===== src/rtl/wcd_pkg.sv =====
package wcd_pkg;

    // ------------------------------------------------------------
    // instruction encodings
    // ------------------------------------------------------------
    localparam int unsigned    OPCODE_W          = 14;
    localparam logic [13:0]    WDT_CLEAR_OPCODE  = 14'h0064;
    localparam logic [5:0]     DECREMENT_PREFIX  = 6'h03;
    localparam int unsigned    PREFIX_LSB        = 8;
    localparam int unsigned    DEST_BIT          = 7;
    localparam int unsigned    FILE_ADDR_W       = 7;
    localparam int unsigned    DATA_W            = 8;
    localparam int unsigned    PRESCALER_W       = 8;

    // ------------------------------------------------------------
    // load values and arithmetic constants
    // ------------------------------------------------------------
    localparam logic [7:0]     WDT_COUNT_CLEAR   = 8'h00;
    localparam logic [7:0]     WDT_PRESC_CLEAR   = 8'h00;
    localparam logic [7:0]     DECREMENT_STEP    = 8'h01;
    localparam logic [7:0]     RESULT_ZERO       = 8'h00;
    localparam logic [15:0]    COUNT_STEP        = 16'h0001;

    // ------------------------------------------------------------
    // register map (byte addresses) and fields
    // ------------------------------------------------------------
    localparam int unsigned    AXI_ADDR_W        = 8;
    localparam logic [7:0]     ADDR_CTRL         = 8'h00;
    localparam logic [7:0]     ADDR_STATUS       = 8'h04;
    localparam logic [7:0]     ADDR_WDT_CLR_CNT  = 8'h08;
    localparam logic [7:0]     ADDR_DEC_CNT      = 8'h0C;
    localparam logic [7:0]     ADDR_LAST_DEC     = 8'h10;
    localparam int unsigned    CTRL_EXEC_EN_BIT  = 0;
    localparam int unsigned    CTRL_CNT_CLR_BIT  = 1;
    localparam logic           CTRL_EXEC_EN_RST  = 1'b1;
    localparam int unsigned    STAT_ZERO_BIT     = 0;
    localparam int unsigned    STAT_TIMEOUT_BIT  = 1;
    localparam int unsigned    STAT_PWRDN_BIT    = 2;
    localparam int unsigned    STAT_BUSY_BIT     = 3;
    localparam int unsigned    STAT_UNSUP_BIT    = 4;
    localparam int unsigned    LAST_ADDR_LSB     = 8;
    localparam int unsigned    LAST_DEST_BIT     = 15;
    localparam logic [1:0]     RESP_OKAY         = 2'h0;
    localparam logic [1:0]     RESP_SLVERR       = 2'h2;

    // ------------------------------------------------------------
    // types
    // ------------------------------------------------------------
    typedef enum logic [0:0] {ST_IDLE, ST_READ} wcd_phase_e;

    typedef struct packed {
        logic                   wdt_clear;
        logic                   decrement;
        logic                   dest_file;
        logic [FILE_ADDR_W-1:0] addr;
    } wcd_decode_s;

    typedef struct packed {
        logic                   en;
        logic [FILE_ADDR_W-1:0] addr;
        logic [DATA_W-1:0]      data;
    } wcd_file_wr_s;

    typedef struct packed {
        logic              en;
        logic [DATA_W-1:0] data;
    } wcd_acc_wr_s;

    typedef struct packed {
        logic zero_we;
        logic zero;
        logic flags_we;
        logic timeout_flag;
        logic powerdown_flag;
    } wcd_status_wr_s;

    typedef struct packed {
        logic                   clear;
        logic [7:0]             count;
        logic [PRESCALER_W-1:0] prescaler;
    } wcd_wdt_load_s;

endpackage


===== src/rtl/wcd_core.sv =====
// What this block does
// RL1: the watchdog clear operation is recognised only by its one fixed 14-bit opcode with no operands.
// RL2: executing the watchdog clear loads the watchdog count with zero.
// RL3: the same execution also clears the watchdog prescaler to zero.
// RL4: the watchdog clear sets the timeout and power-down flags and no other status bit.
// RL5: the decrement is its six-bit prefix, then a destination bit and a seven-bit address.
// RL6: the register address spans 0 to 127 and the destination is a single bit.
// RL7: the result is the register minus one, and with destination 0 it goes to the accumulator only.
// RL8: with destination 1 the result is written back to the addressed file register instead.
// RL9: the decrement updates the zero flag and leaves every other status bit alone.
// RL10: zero is set when the 8-bit result is zero and cleared otherwise, and 0x00 wraps to 0xFF.
//
// Implementation choices: the AXI4-Lite register port and the address map.
`timescale 1ns/1ps

module wcd_core
(
    input  wire logic                           aclk,
    input  wire logic                           aresetn,
    input  wire logic                           instr_valid,
    input  wire logic [wcd_pkg::OPCODE_W-1:0]   instr_word,
    output logic                                instr_ready,
    output logic [wcd_pkg::FILE_ADDR_W-1:0]     rf_rd_addr,
    input  wire logic [wcd_pkg::DATA_W-1:0]     rf_rd_data,
    output wcd_pkg::wcd_file_wr_s               file_wr,
    output wcd_pkg::wcd_acc_wr_s                acc_wr,
    output wcd_pkg::wcd_status_wr_s             status_wr,
    output wcd_pkg::wcd_wdt_load_s              wdt_load,
    input  wire logic [wcd_pkg::AXI_ADDR_W-1:0] s_axi_awaddr,
    input  wire logic                           s_axi_awvalid,
    output logic                                s_axi_awready,
    input  wire logic [31:0]                    s_axi_wdata,
    input  wire logic [3:0]                     s_axi_wstrb,
    input  wire logic                           s_axi_wvalid,
    output logic                                s_axi_wready,
    output logic [1:0]                          s_axi_bresp,
    output logic                                s_axi_bvalid,
    input  wire logic                           s_axi_bready,
    input  wire logic [wcd_pkg::AXI_ADDR_W-1:0] s_axi_araddr,
    input  wire logic                           s_axi_arvalid,
    output logic                                s_axi_arready,
    output logic [31:0]                         s_axi_rdata,
    output logic [1:0]                          s_axi_rresp,
    output logic                                s_axi_rvalid,
    input  wire logic                           s_axi_rready
);

    // ------------------------------------------------------------
    // state
    // ------------------------------------------------------------

    typedef struct packed {
        wcd_pkg::wcd_phase_e                phase;
        logic                               instr_ready;
        logic                               dest_file;
        logic [wcd_pkg::FILE_ADDR_W-1:0]    rf_rd_addr;
        wcd_pkg::wcd_file_wr_s              file_wr;
        wcd_pkg::wcd_acc_wr_s               acc_wr;
        wcd_pkg::wcd_status_wr_s            status_wr;
        wcd_pkg::wcd_wdt_load_s             wdt_load;
        logic                               exec_en;
        logic                               zero;
        logic                               timeout_flag;
        logic                               powerdown_flag;
        logic                               unsupported;
        logic [15:0]                        wdt_clr_cnt;
        logic [15:0]                        dec_cnt;
        logic [wcd_pkg::DATA_W-1:0]         last_result;
        logic [wcd_pkg::FILE_ADDR_W-1:0]    last_addr;
        logic                               last_dest;
        logic                               awready;
        logic                               wready;
        logic                               aw_have;
        logic [wcd_pkg::AXI_ADDR_W-1:0]     aw_addr;
        logic                               w_have;
        logic [31:0]                        wdata;
        logic [3:0]                         wstrb;
        logic                               bvalid;
        logic [1:0]                         bresp;
        logic                               arready;
        logic                               rvalid;
        logic [31:0]                        rdata;
        logic [1:0]                         rresp;
    } wcd_state_s;

    wcd_state_s                 st;
    wcd_state_s                 next_st;
    wcd_pkg::wcd_decode_s       decode;
    logic [wcd_pkg::DATA_W-1:0] dec_result;

    // ------------------------------------------------------------
    // opcode decode
    // ------------------------------------------------------------

    wcd_decoder u_decoder
    (
        .opcode (instr_word),
        .decode (decode)
    );

    // RL7: operand minus one
    // RL10: wraps to 0xFF
    assign dec_result = rf_rd_data - wcd_pkg::DECREMENT_STEP;

    // ------------------------------------------------------------
    // next state
    // ------------------------------------------------------------

    // bus side first, so hardware events win over a clear
    always_comb
    begin
        next_st = st;
        next_st.file_wr.en          = 1'b0;
        next_st.acc_wr.en           = 1'b0;
        next_st.status_wr           = '0;
        next_st.wdt_load.clear      = 1'b0;

        // write response retired
        if (st.bvalid && s_axi_bready)
        begin
            next_st.bvalid = 1'b0;
        end

        // address and data are caught in either order
        if (s_axi_awvalid && st.awready)
        begin
            next_st.aw_have = 1'b1;
            next_st.aw_addr = s_axi_awaddr;
        end
        if (s_axi_wvalid && st.wready)
        begin
            next_st.w_have = 1'b1;
            next_st.wdata  = s_axi_wdata;
            next_st.wstrb  = s_axi_wstrb;
        end

        // register write once both halves are held
        if (next_st.aw_have && next_st.w_have && !next_st.bvalid)
        begin
            next_st.aw_have = 1'b0;
            next_st.w_have  = 1'b0;
            next_st.bvalid  = 1'b1;
            next_st.bresp   = wcd_pkg::RESP_OKAY;
            case (next_st.aw_addr)
                wcd_pkg::ADDR_CTRL:
                begin
                    if (next_st.wstrb[0])
                    begin
                        next_st.exec_en = next_st.wdata[wcd_pkg::CTRL_EXEC_EN_BIT];
                        if (next_st.wdata[wcd_pkg::CTRL_CNT_CLR_BIT])
                        begin
                            next_st.wdt_clr_cnt = '0;
                            next_st.dec_cnt     = '0;
                            next_st.unsupported = 1'b0;
                        end
                    end
                end
                wcd_pkg::ADDR_STATUS,
                wcd_pkg::ADDR_WDT_CLR_CNT,
                wcd_pkg::ADDR_DEC_CNT,
                wcd_pkg::ADDR_LAST_DEC:
                begin
                    // read-only words accept and drop the data
                    next_st.bresp = wcd_pkg::RESP_OKAY;
                end
                default:
                begin
                    next_st.bresp = wcd_pkg::RESP_SLVERR;
                end
            endcase
        end

        // read response retired, then a new read taken
        if (st.rvalid && s_axi_rready)
        begin
            next_st.rvalid = 1'b0;
        end
        if (s_axi_arvalid && st.arready)
        begin
            next_st.rvalid = 1'b1;
            next_st.rresp  = wcd_pkg::RESP_OKAY;
            next_st.rdata  = 32'h00000000;
            case (s_axi_araddr)
                wcd_pkg::ADDR_CTRL:
                begin
                    next_st.rdata[wcd_pkg::CTRL_EXEC_EN_BIT] = st.exec_en;
                end
                wcd_pkg::ADDR_STATUS:
                begin
                    next_st.rdata[wcd_pkg::STAT_ZERO_BIT]    = st.zero;
                    next_st.rdata[wcd_pkg::STAT_TIMEOUT_BIT] = st.timeout_flag;
                    next_st.rdata[wcd_pkg::STAT_PWRDN_BIT]   = st.powerdown_flag;
                    next_st.rdata[wcd_pkg::STAT_BUSY_BIT]    = (st.phase != wcd_pkg::ST_IDLE);
                    next_st.rdata[wcd_pkg::STAT_UNSUP_BIT]   = st.unsupported;
                end
                wcd_pkg::ADDR_WDT_CLR_CNT:
                begin
                    next_st.rdata[15:0] = st.wdt_clr_cnt;
                end
                wcd_pkg::ADDR_DEC_CNT:
                begin
                    next_st.rdata[15:0] = st.dec_cnt;
                end
                wcd_pkg::ADDR_LAST_DEC:
                begin
                    next_st.rdata[wcd_pkg::DATA_W-1:0]      = st.last_result;
                    next_st.rdata[wcd_pkg::LAST_ADDR_LSB +: wcd_pkg::FILE_ADDR_W] = st.last_addr;
                    next_st.rdata[wcd_pkg::LAST_DEST_BIT]   = st.last_dest;
                end
                default:
                begin
                    next_st.rresp = wcd_pkg::RESP_SLVERR;
                end
            endcase
        end

        // instruction execution
        case (st.phase)
            wcd_pkg::ST_IDLE:
            begin
                if (instr_valid && st.instr_ready)
                begin
                    // RL1: exact opcode only
                    if (decode.wdt_clear)
                    begin
                        // RL2: count to zero
                        next_st.wdt_load.clear     = 1'b1;
                        next_st.wdt_load.count     = wcd_pkg::WDT_COUNT_CLEAR;
                        // RL3: prescaler cleared together
                        next_st.wdt_load.prescaler = wcd_pkg::WDT_PRESC_CLEAR;
                        // RL4: set both flags
                        next_st.status_wr.flags_we       = 1'b1;
                        next_st.status_wr.timeout_flag   = 1'b1;
                        next_st.status_wr.powerdown_flag = 1'b1;
                        next_st.timeout_flag   = 1'b1;
                        next_st.powerdown_flag = 1'b1;
                        next_st.wdt_clr_cnt    = next_st.wdt_clr_cnt + wcd_pkg::COUNT_STEP;
                    end
                    // RL5: prefix selects the decrement
                    else if (decode.decrement)
                    begin
                        // RL6: operands latched
                        next_st.rf_rd_addr = decode.addr;
                        next_st.dest_file  = decode.dest_file;
                        next_st.phase      = wcd_pkg::ST_READ;
                    end
                    else
                    begin
                        // other opcodes belong elsewhere; flag them, sticky
                        next_st.unsupported = 1'b1;
                    end
                end
            end
            wcd_pkg::ST_READ:
            begin
                // register file answers combinationally to rf_rd_addr
                if (st.dest_file)
                begin
                    // RL8: file write-back
                    next_st.file_wr.en   = 1'b1;
                    next_st.file_wr.addr = st.rf_rd_addr;
                    next_st.file_wr.data = dec_result;
                end
                else
                begin
                    // RL7: accumulator only
                    next_st.acc_wr.en   = 1'b1;
                    next_st.acc_wr.data = dec_result;
                end
                // RL9: zero flag only
                next_st.status_wr.zero_we = 1'b1;
                // RL10: zero on zero result
                next_st.status_wr.zero = (dec_result == wcd_pkg::RESULT_ZERO);
                next_st.zero           = (dec_result == wcd_pkg::RESULT_ZERO);
                next_st.last_result    = dec_result;
                next_st.last_addr      = st.rf_rd_addr;
                next_st.last_dest      = st.dest_file;
                next_st.dec_cnt        = next_st.dec_cnt + wcd_pkg::COUNT_STEP;
                next_st.phase          = wcd_pkg::ST_IDLE;
            end
            default:
            begin
                next_st.phase = wcd_pkg::ST_IDLE;
            end
        endcase

        // ready terms; one write and one read in flight at most
        next_st.instr_ready = (next_st.phase == wcd_pkg::ST_IDLE) && next_st.exec_en;
        next_st.awready     = !next_st.aw_have && !next_st.bvalid;
        next_st.wready      = !next_st.w_have && !next_st.bvalid;
        next_st.arready     = !next_st.rvalid;
    end

    // ------------------------------------------------------------
    // state register
    // ------------------------------------------------------------

    // readies come up one edge after reset release
    always_ff @(posedge aclk)
    begin
        if (!aresetn)
        begin
            st         <= '0;
            st.exec_en <= wcd_pkg::CTRL_EXEC_EN_RST;
        end
        else
        begin
            st <= next_st;
        end
    end

    // ------------------------------------------------------------
    // outputs
    // ------------------------------------------------------------

    // every output is a state flop
    assign instr_ready   = st.instr_ready;
    assign rf_rd_addr    = st.rf_rd_addr;
    assign file_wr       = st.file_wr;
    assign acc_wr        = st.acc_wr;
    assign status_wr     = st.status_wr;
    assign wdt_load      = st.wdt_load;
    assign s_axi_awready = st.awready;
    assign s_axi_wready  = st.wready;
    assign s_axi_bresp   = st.bresp;
    assign s_axi_bvalid  = st.bvalid;
    assign s_axi_arready = st.arready;
    assign s_axi_rdata   = st.rdata;
    assign s_axi_rresp   = st.rresp;
    assign s_axi_rvalid  = st.rvalid;

endmodule


===== src/rtl/wcd_decoder.sv =====
`timescale 1ns/1ps

module wcd_decoder
(
    input  wire logic [wcd_pkg::OPCODE_W-1:0] opcode,
    output wcd_pkg::wcd_decode_s              decode
);

    // ------------------------------------------------------------
    // opcode match
    // ------------------------------------------------------------

    // pure decode, no state; the caller registers whatever it keeps
    always_comb
    begin
        decode = '0;
        // RL1: fixed clear opcode
        decode.wdt_clear = (opcode == wcd_pkg::WDT_CLEAR_OPCODE);
        // RL5: decrement prefix match
        decode.decrement = (opcode[wcd_pkg::OPCODE_W-1:wcd_pkg::PREFIX_LSB] == wcd_pkg::DECREMENT_PREFIX);
        // RL6: destination and address
        decode.dest_file = opcode[wcd_pkg::DEST_BIT];
        decode.addr      = opcode[wcd_pkg::FILE_ADDR_W-1:0];
    end

endmodule


===== config.mk =====
export PLATFORM = sky130hd
export DESIGN_NAME = wcd_core
export DESIGN_NICKNAME = d
export VERILOG_FILES = /design/src/rtl/wcd_pkg.sv /design/src/rtl/wcd_core.sv /design/src/rtl/wcd_decoder.sv
export SDC_FILE = /design/constraint.sdc
export NUM_CORES = 1
export LEC_CHECK = 0
export BUFFER_PORTS_ARGS = -buffer_cell sky130_fd_sc_hd__buf_2
export CAP_MARGIN = 20
export CORE_AREA = 5 5 132 134
export DETAILED_ROUTE_END_ITERATION = 16
export DIE_AREA = 0 0 137 139
export PLACE_DENSITY_LB_ADDON = 0.3
export SLEW_MARGIN = 20
export SYNTH_ARGS = -nofsm -noshare
export SYNTH_HDL_FRONTEND = slang
export SYNTH_SLANG_ARGS = --single-unit

===== constraint.sdc =====
create_clock -name aclk -period 2.5 [get_ports aclk]
set_input_delay 0.375 -clock aclk [delete_from_list [all_inputs] [get_ports aclk]]
set_output_delay 0.375 -clock aclk [all_outputs]
set_load 0.05 [all_outputs]

Yosys cells after proc, flatten, opt, wreduce, memory -nomap -nowiden
Index checks and enable logic that the tools add are counted.
{"block": "word_totals", "latch_bits": 0, "regBits": 164, "ram_bits": 0, "out_inout_bits": 96, "mem_bits_ro": 0, "elab_cells": 119, "n_memories": 0, "in_bits": 82}
{"block": "op_classes", "n_eq_ne": 10, "mul": 0, "bitwise_logic": 6, "div_mod_pow": 0, "n_mux": 34, "shifts": 0, "n_reduce_logical": 27, "order_cmp": 0, "n_addsub": 3}
{"cell": "$mux W33", "n": 4}
{"cell": "$mux W37", "n": 1}
{"cell": "$mux W35", "n": 1}
{"cell": "$mux W17", "n": 2}
{"cell": "$pmux W11 S3", "n": 1}
{"cell": "$add A16 B1 Y16 const B", "n": 2}
{"cell": "$eq A8 B4 Y1 const B", "n": 4}
{"cell": "$mux W16", "n": 2}
{"cell": "$mux W32", "n": 1}
{"cell": "$logic_not A8 Y1", "n": 3}
{"cell": "$mux W20", "n": 1}
{"cell": "$mux W9", "n": 2}
{"cell": "$eq A8 B3 Y1 const B", "n": 2}
{"cell": "$eq A8 B5 Y1 const B", "n": 2}
{"cell": "$pmux W4 S4", "n": 1}
{"cell": "$eq A14 B7 Y1 const B", "n": 1}
{"cell": "$mux W1", "n": 12}
{"cell": "$logic_and A1 B1 Y1", "n": 11}
{"cell": "$reduce_or A5 Y1", "n": 2}
{"cell": "$sub A8 B1 Y8 const B", "n": 1}
{"cell": "$eq A6 B2 Y1 const B", "n": 1}
{"cell": "$mux W2", "n": 3}
{"cell": "$not A1 Y1", "n": 6}
{"cell": "$reduce_and A2 Y1", "n": 3}
{"cell": "other kinds (7)", "n": 11}

Depth between registers and ports, before layout
{"block": "depth", "depth_word": 10, "mapped_depth": 13, "mapped_depth_nobuf": 11}

Hierarchy
A second synthesis with hierarchy kept.
{"block": "unflattened", "hier_cells": 698, "hier_area_um2": 6010.8}
{"mod": "wcd_core", "seq_area_each_um2": 2522.4, "area_each_um2": 5898.2, "instances": 1, "cells_per_inst": 684}
{"mod": "wcd_decoder", "seq_area_each_um2": 0.0, "area_each_um2": 112.6, "instances": 1, "cells_per_inst": 14}

Worst setup path after synthesis
OpenSTA, ideal clock, no wires.
{"block": "synth_path", "path_kind": "register to register", "from": "reg st (netlist bit s_axi_awready)", "to": "reg st[121] in the netlist's numbering", "path_buffers": 2, "t_arrival_ps": 2725, "t_required_ps": 2436, "period_less_slack_ps": 2789, "stages_incl_launch_ff": 13, "setup_time_ps": 64, "slack_ps": -289, "path_cell_list": "dfxtp_1 -> buf_2 -> nand2_1 -> a221oi_2 -> and4_1 -> buf_4 -> nand2_1 -> and2_1 -> ha_1 -> nand3_1 -> nor2_1 -> or3_1 -> nand4_1"}
{"block": "synth_via", "elab_chain_len": 9, "word_cells_on_any_way": 11, "classes_between": "add/sub (1); mux (6); reduce/logical (4)"}
{"element": "start, declared", "line": "wcd_core.sv:86", "rtl": "wcd_state_s st;"}
{"element": "start signal, assigned", "line": "wcd_core.sv:308", "rtl": "st <= next_st;"}
{"element": "$logic_and A1 B1 Y1 (*)", "line": "wcd_core.sv:125", "rtl": "if (s_axi_awvalid && st.awready)"}
{"element": "$mux W9 (*)", "line": "wcd_core.sv:125"}
{"element": "$logic_not A8 Y1 or $logic_and A1 B1 Y1 (tied branches)", "line": "wcd_core.sv:144, wcd_core.sv:138"}
{"element": "$mux W33 or $logic_and A1 B1 Y1 (tied branches)", "line": "wcd_core.sv:144, wcd_core.sv:138"}
{"element": "$mux W33 (*)", "line": "wcd_core.sv:138", "rtl": "if (next_st.aw_have && next_st.w_have && !next_st.bvalid)"}
{"element": "$add A16 B1 Y16", "line": "wcd_core.sv:237", "rtl": "next_st.wdt_clr_cnt = next_st.wdt_clr_cnt + wcd_pkg::COUNT_STEP;"}
{"element": "$mux W16", "line": "wcd_core.sv:224", "rtl": "if (decode.wdt_clear)"}
{"element": "$mux W17", "line": "wcd_core.sv:221", "rtl": "if (instr_valid && st.instr_ready)"}
{"element": "$mux W17 (*)", "line": "wcd_core.sv:218", "rtl": "case (st.phase)"}
Mark *: on every way between the ends. The rest lies on a longest branch, timed or not.
A chain may end at the register's enable or synchronous reset.

Worst setup path in the final report
{"block": "layout_path", "from": "reg st (netlist bit s_axi_awready)", "to": "reg st[127] in the netlist's numbering"}
The elaborated chain is that of the path after synthesis.

==> impl_metrics.env <==
export IMPL_grt_use_total=0.160
export IMPL_antenna_cells=0
export IMPL_synthArstFlopShare=0
export IMPL_cts_buffers_inserted=17
export IMPL_synthFlopType="dfxtp_1"
export IMPL_met1_length_mm=7.01
export IMPL_yosys_register_bits=126
export IMPL_drive_gt1_frac=0.263
export IMPL_p_leak_nw=3.22
export IMPL_crit_fanout=6
export IMPL_tns_ns=0
export IMPL_drtIter0Drc=239
export IMPL_top_layer_used="met4"
export IMPL_io_pins=178
export IMPL_antenna_left=0
export IMPL_cp_start_kind="flop"
export IMPL_cts_buffer_depth=2
export IMPL_seqCellArea_um2=2530
export IMPL_wl_met2_mm=7.10
export IMPL_synthCells=712
export IMPL_synth_cell_area_um2=6340
export IMPL_multi_input_area_um2=3160
export IMPL_grt_max_degree=41
export IMPL_hold_depth=3
export IMPL_die_area_um2=19000
export IMPL_post_place_cells=978
export IMPL_synthTopCellsByArea="dfxtp_1 (40%), buf_4 (11%), nand2_1 (5.1%)"
export IMPL_period_share=0.984
export IMPL_synth_enable_flop_cells=0
export IMPL_wl_per_cell_um=15.2
export IMPL_synth_top_family_by_area="simple AND/OR/NAND/NOR gates"
export IMPL_clk_pin_slew_worst_paths_ns=0.06
export IMPL_min_path_type="in -> reg"
export IMPL_fin_cells=1014
export IMPL_drv_cap=0
export IMPL_rsz0062_at_grt="yes"
export IMPL_finClkSkew_ns=0.00772
export IMPL_nets=869
export IMPL_cts_tree="done"
export IMPL_synth_top_cell_area_share=0.398
export IMPL_port_buffers=110
export IMPL_antenna_found_initial=0
export IMPL_final_max_slew_viol_count=0
export IMPL_grt_ovfl_total=0
export IMPL_routed_wl_mm=15.4
export IMPL_outcome="complete, no violations"
export IMPL_synth_compound_area_frac=0.125
export IMPL_synth_xor_area_frac=0.0442
export IMPL_crit_required_ns=2.81
export IMPL_fillers=1585
export IMPL_synth_adder_area_share=0.00789
export IMPL_power_density_nw_per_um2=682
export IMPL_synth_most_common_cell="dfxtp_1"
export IMPL_fin_crit_ns=2.46
export IMPL_cts_root_buf="clkbuf_16"
export IMPL_drcViolationCount=0
export IMPL_timing_setup_critical_path_class="reg -> reg"
export IMPL_setup_violations=0
export IMPL_fin_ws_ns=0.0405
export IMPL_clock_latency_ns=0.42
export IMPL_yosys_mux_area_fraction=0.0578
export IMPL_gp_congestion=0.830
export IMPL_dp_hpwl_mm=11.1
export IMPL_yosys_area_share_simple=0.231
export IMPL_grt_pass1_vias=4524
export IMPL_areaGrowthSynthToFinish_pct=16.9
export IMPL_via_count=4978
export IMPL_ys_top_cells_by_count="dfxtp_1 (126), buf_4 (92), nand2_1 (87)"
export IMPL_syn_avg_cell_area_um2=8.91
export IMPL_place_ws_ns=-0.195
export IMPL_crit_path_start="s_axi_awready"
export IMPL_start_util=0.392
export IMPL_wl_met3_mm=1.15
export IMPL_cp_arrival_ns=2.77
export IMPL_synth_cell_types=56
export IMPL_core_um2=16200
export IMPL_r2r_cells=13
export IMPL_first_pass_iters=6
export IMPL_vias_per_cell=4.91
export IMPL_clkSinkCount=126
export IMPL_tightest_slew_ns=0.562
export IMPL_cts_max_level=4
export IMPL_max_slew_margin_rel=0.626
export IMPL_final_hold_violation_count=0
export IMPL_die_h_um=139
export IMPL_synth_area_leader_cell="dfxtp_1"
export IMPL_yosysWarnings=0
export IMPL_critPathCaptureType="flop"
export IMPL_ys_seq_area_frac=0.398
export IMPL_rows=47
export IMPL_worstHoldStart="s_axi_awaddr[0]"
export IMPL_die_x_um=137
export IMPL_rr_startpoint="s_axi_awready"
export IMPL_peakVddDrop_mv=0.500
export IMPL_grt_first_pass_wirelength_mm=24.1
export IMPL_max_freq_ghz=0.407
[metrics by stage]
stage	util	hold WS, ns	power (mW)	cell area (um2)
after floorplan	-	0.391	2.54	6480
after global placement	0.415	0.401	2.63	6720
after detailed placement	0.415	0.402	2.64	6720
after CTS	0.451	0.192	5.10	7300
after global routing	0.459	0.213	5.24	7420
final	0.459	0.210	5.06	7420
[layer usage]
metal  track usage  up-vias
li1              -     2483
met1         0.216     2321
met2         0.243      160
met3        0.0544       14
met4        0.0467        0
met5             0        -
[where the power goes]
group | switching (mW) | leakage, nW | internal [mW] | total, mW
combinational | 0.372 | 1.91 | 0.171 | 0.543
clock | 0.847 | 0.283 | 1.60 | 2.45
sequential | 0.0234 | 1.02 | 2.05 | 2.07
total | 1.24 | 3.22 | 3.82 | 5.06
[critical path, stage by stage, from the launching register on]
cell	delay (ns)
dfxtp_4	0.38
buf_6	0.11
buf_6	0.09
nand4bb_1	0.13
a221oi_2	0.31
and4_4	0.29
nand2_4	0.06
and2_4	0.16
ha_4	0.15
and2_4	0.14
nand4_1	0.21
nor3_1	0.10
xnor2_1	0.16
nor2_1	0.05
[final timing paths]
path,end,slack (ns)
setup / recovery,st[127],0.04
hold / removal,st[76],0.21
setup reg to reg,st[127],0.04
hold reg to reg,s_axi_awready,0.41
[sequential cells by signal, summed over array words and instances, names as in the netlist]
register	flops
st	67
file_wr	16
s_axi_rdata	16
acc_wr	9
rf_rd_addr	7
status_wr	3
instr_ready	1
s_axi_arready	1
s_axi_awready	1
s_axi_bresp	1
s_axi_bvalid	1
s_axi_rresp	1
s_axi_rvalid	1
s_axi_wready	1
[logic make-up (layout without fill, tap and decap cells)]
logic type | Yosys count | count (layout)
mux | 34 | 34
flops | 126 | 126
simple gates | 284 | 284
buf+inv | 134 | 183
xor+xnor | 32 | 32
compound gates | 97 | 97
fa+ha+maj | 4 | 4
other cells | 1 | 34
[final cells by class]
cell class | instances | area share
clock buffers | 23 | 0.0631
clock inverters | 7 | 0.0152
inverters | 7 | 0.00354
multi-input cells | 485 | 0.425
flip-flops and latches | 126 | 0.341
well taps | 220 | 0.0371
repair buffers | 146 | 0.115
[cells in the final DEF, fill, tap and decap left out, drive strengths merged, types with 4 or more instances in the layout]
cell,n
xor2,10
o211a,24
mux2i,22
a221oi,12
nand2,87
a21boi,20
nor2,54
and2,12
buf,146
nor3,25
conb,34
mux2,11
nor3b,15
a21oi,7
nand2b,8
nand3,19
and4,5
xnor2,22
ha,4
nor2b,20
inv,7
and3,6
clkbuf,23
o21ai,13
nor4,5
dfxtp,126
nand4,12
nor4b,4
[timing repair]
item | 4_1_cts | 5_1_grt
pin swaps | 2 | 9
gates resized for setup | 0 | 21
setup buffers | 0 | 6
hold buffers | 0 | 0
endpoints found under the setup margin | 1 | 12
gates cloned | 0 | 0
Note: power is estimated with default switching activity, not from simulation.
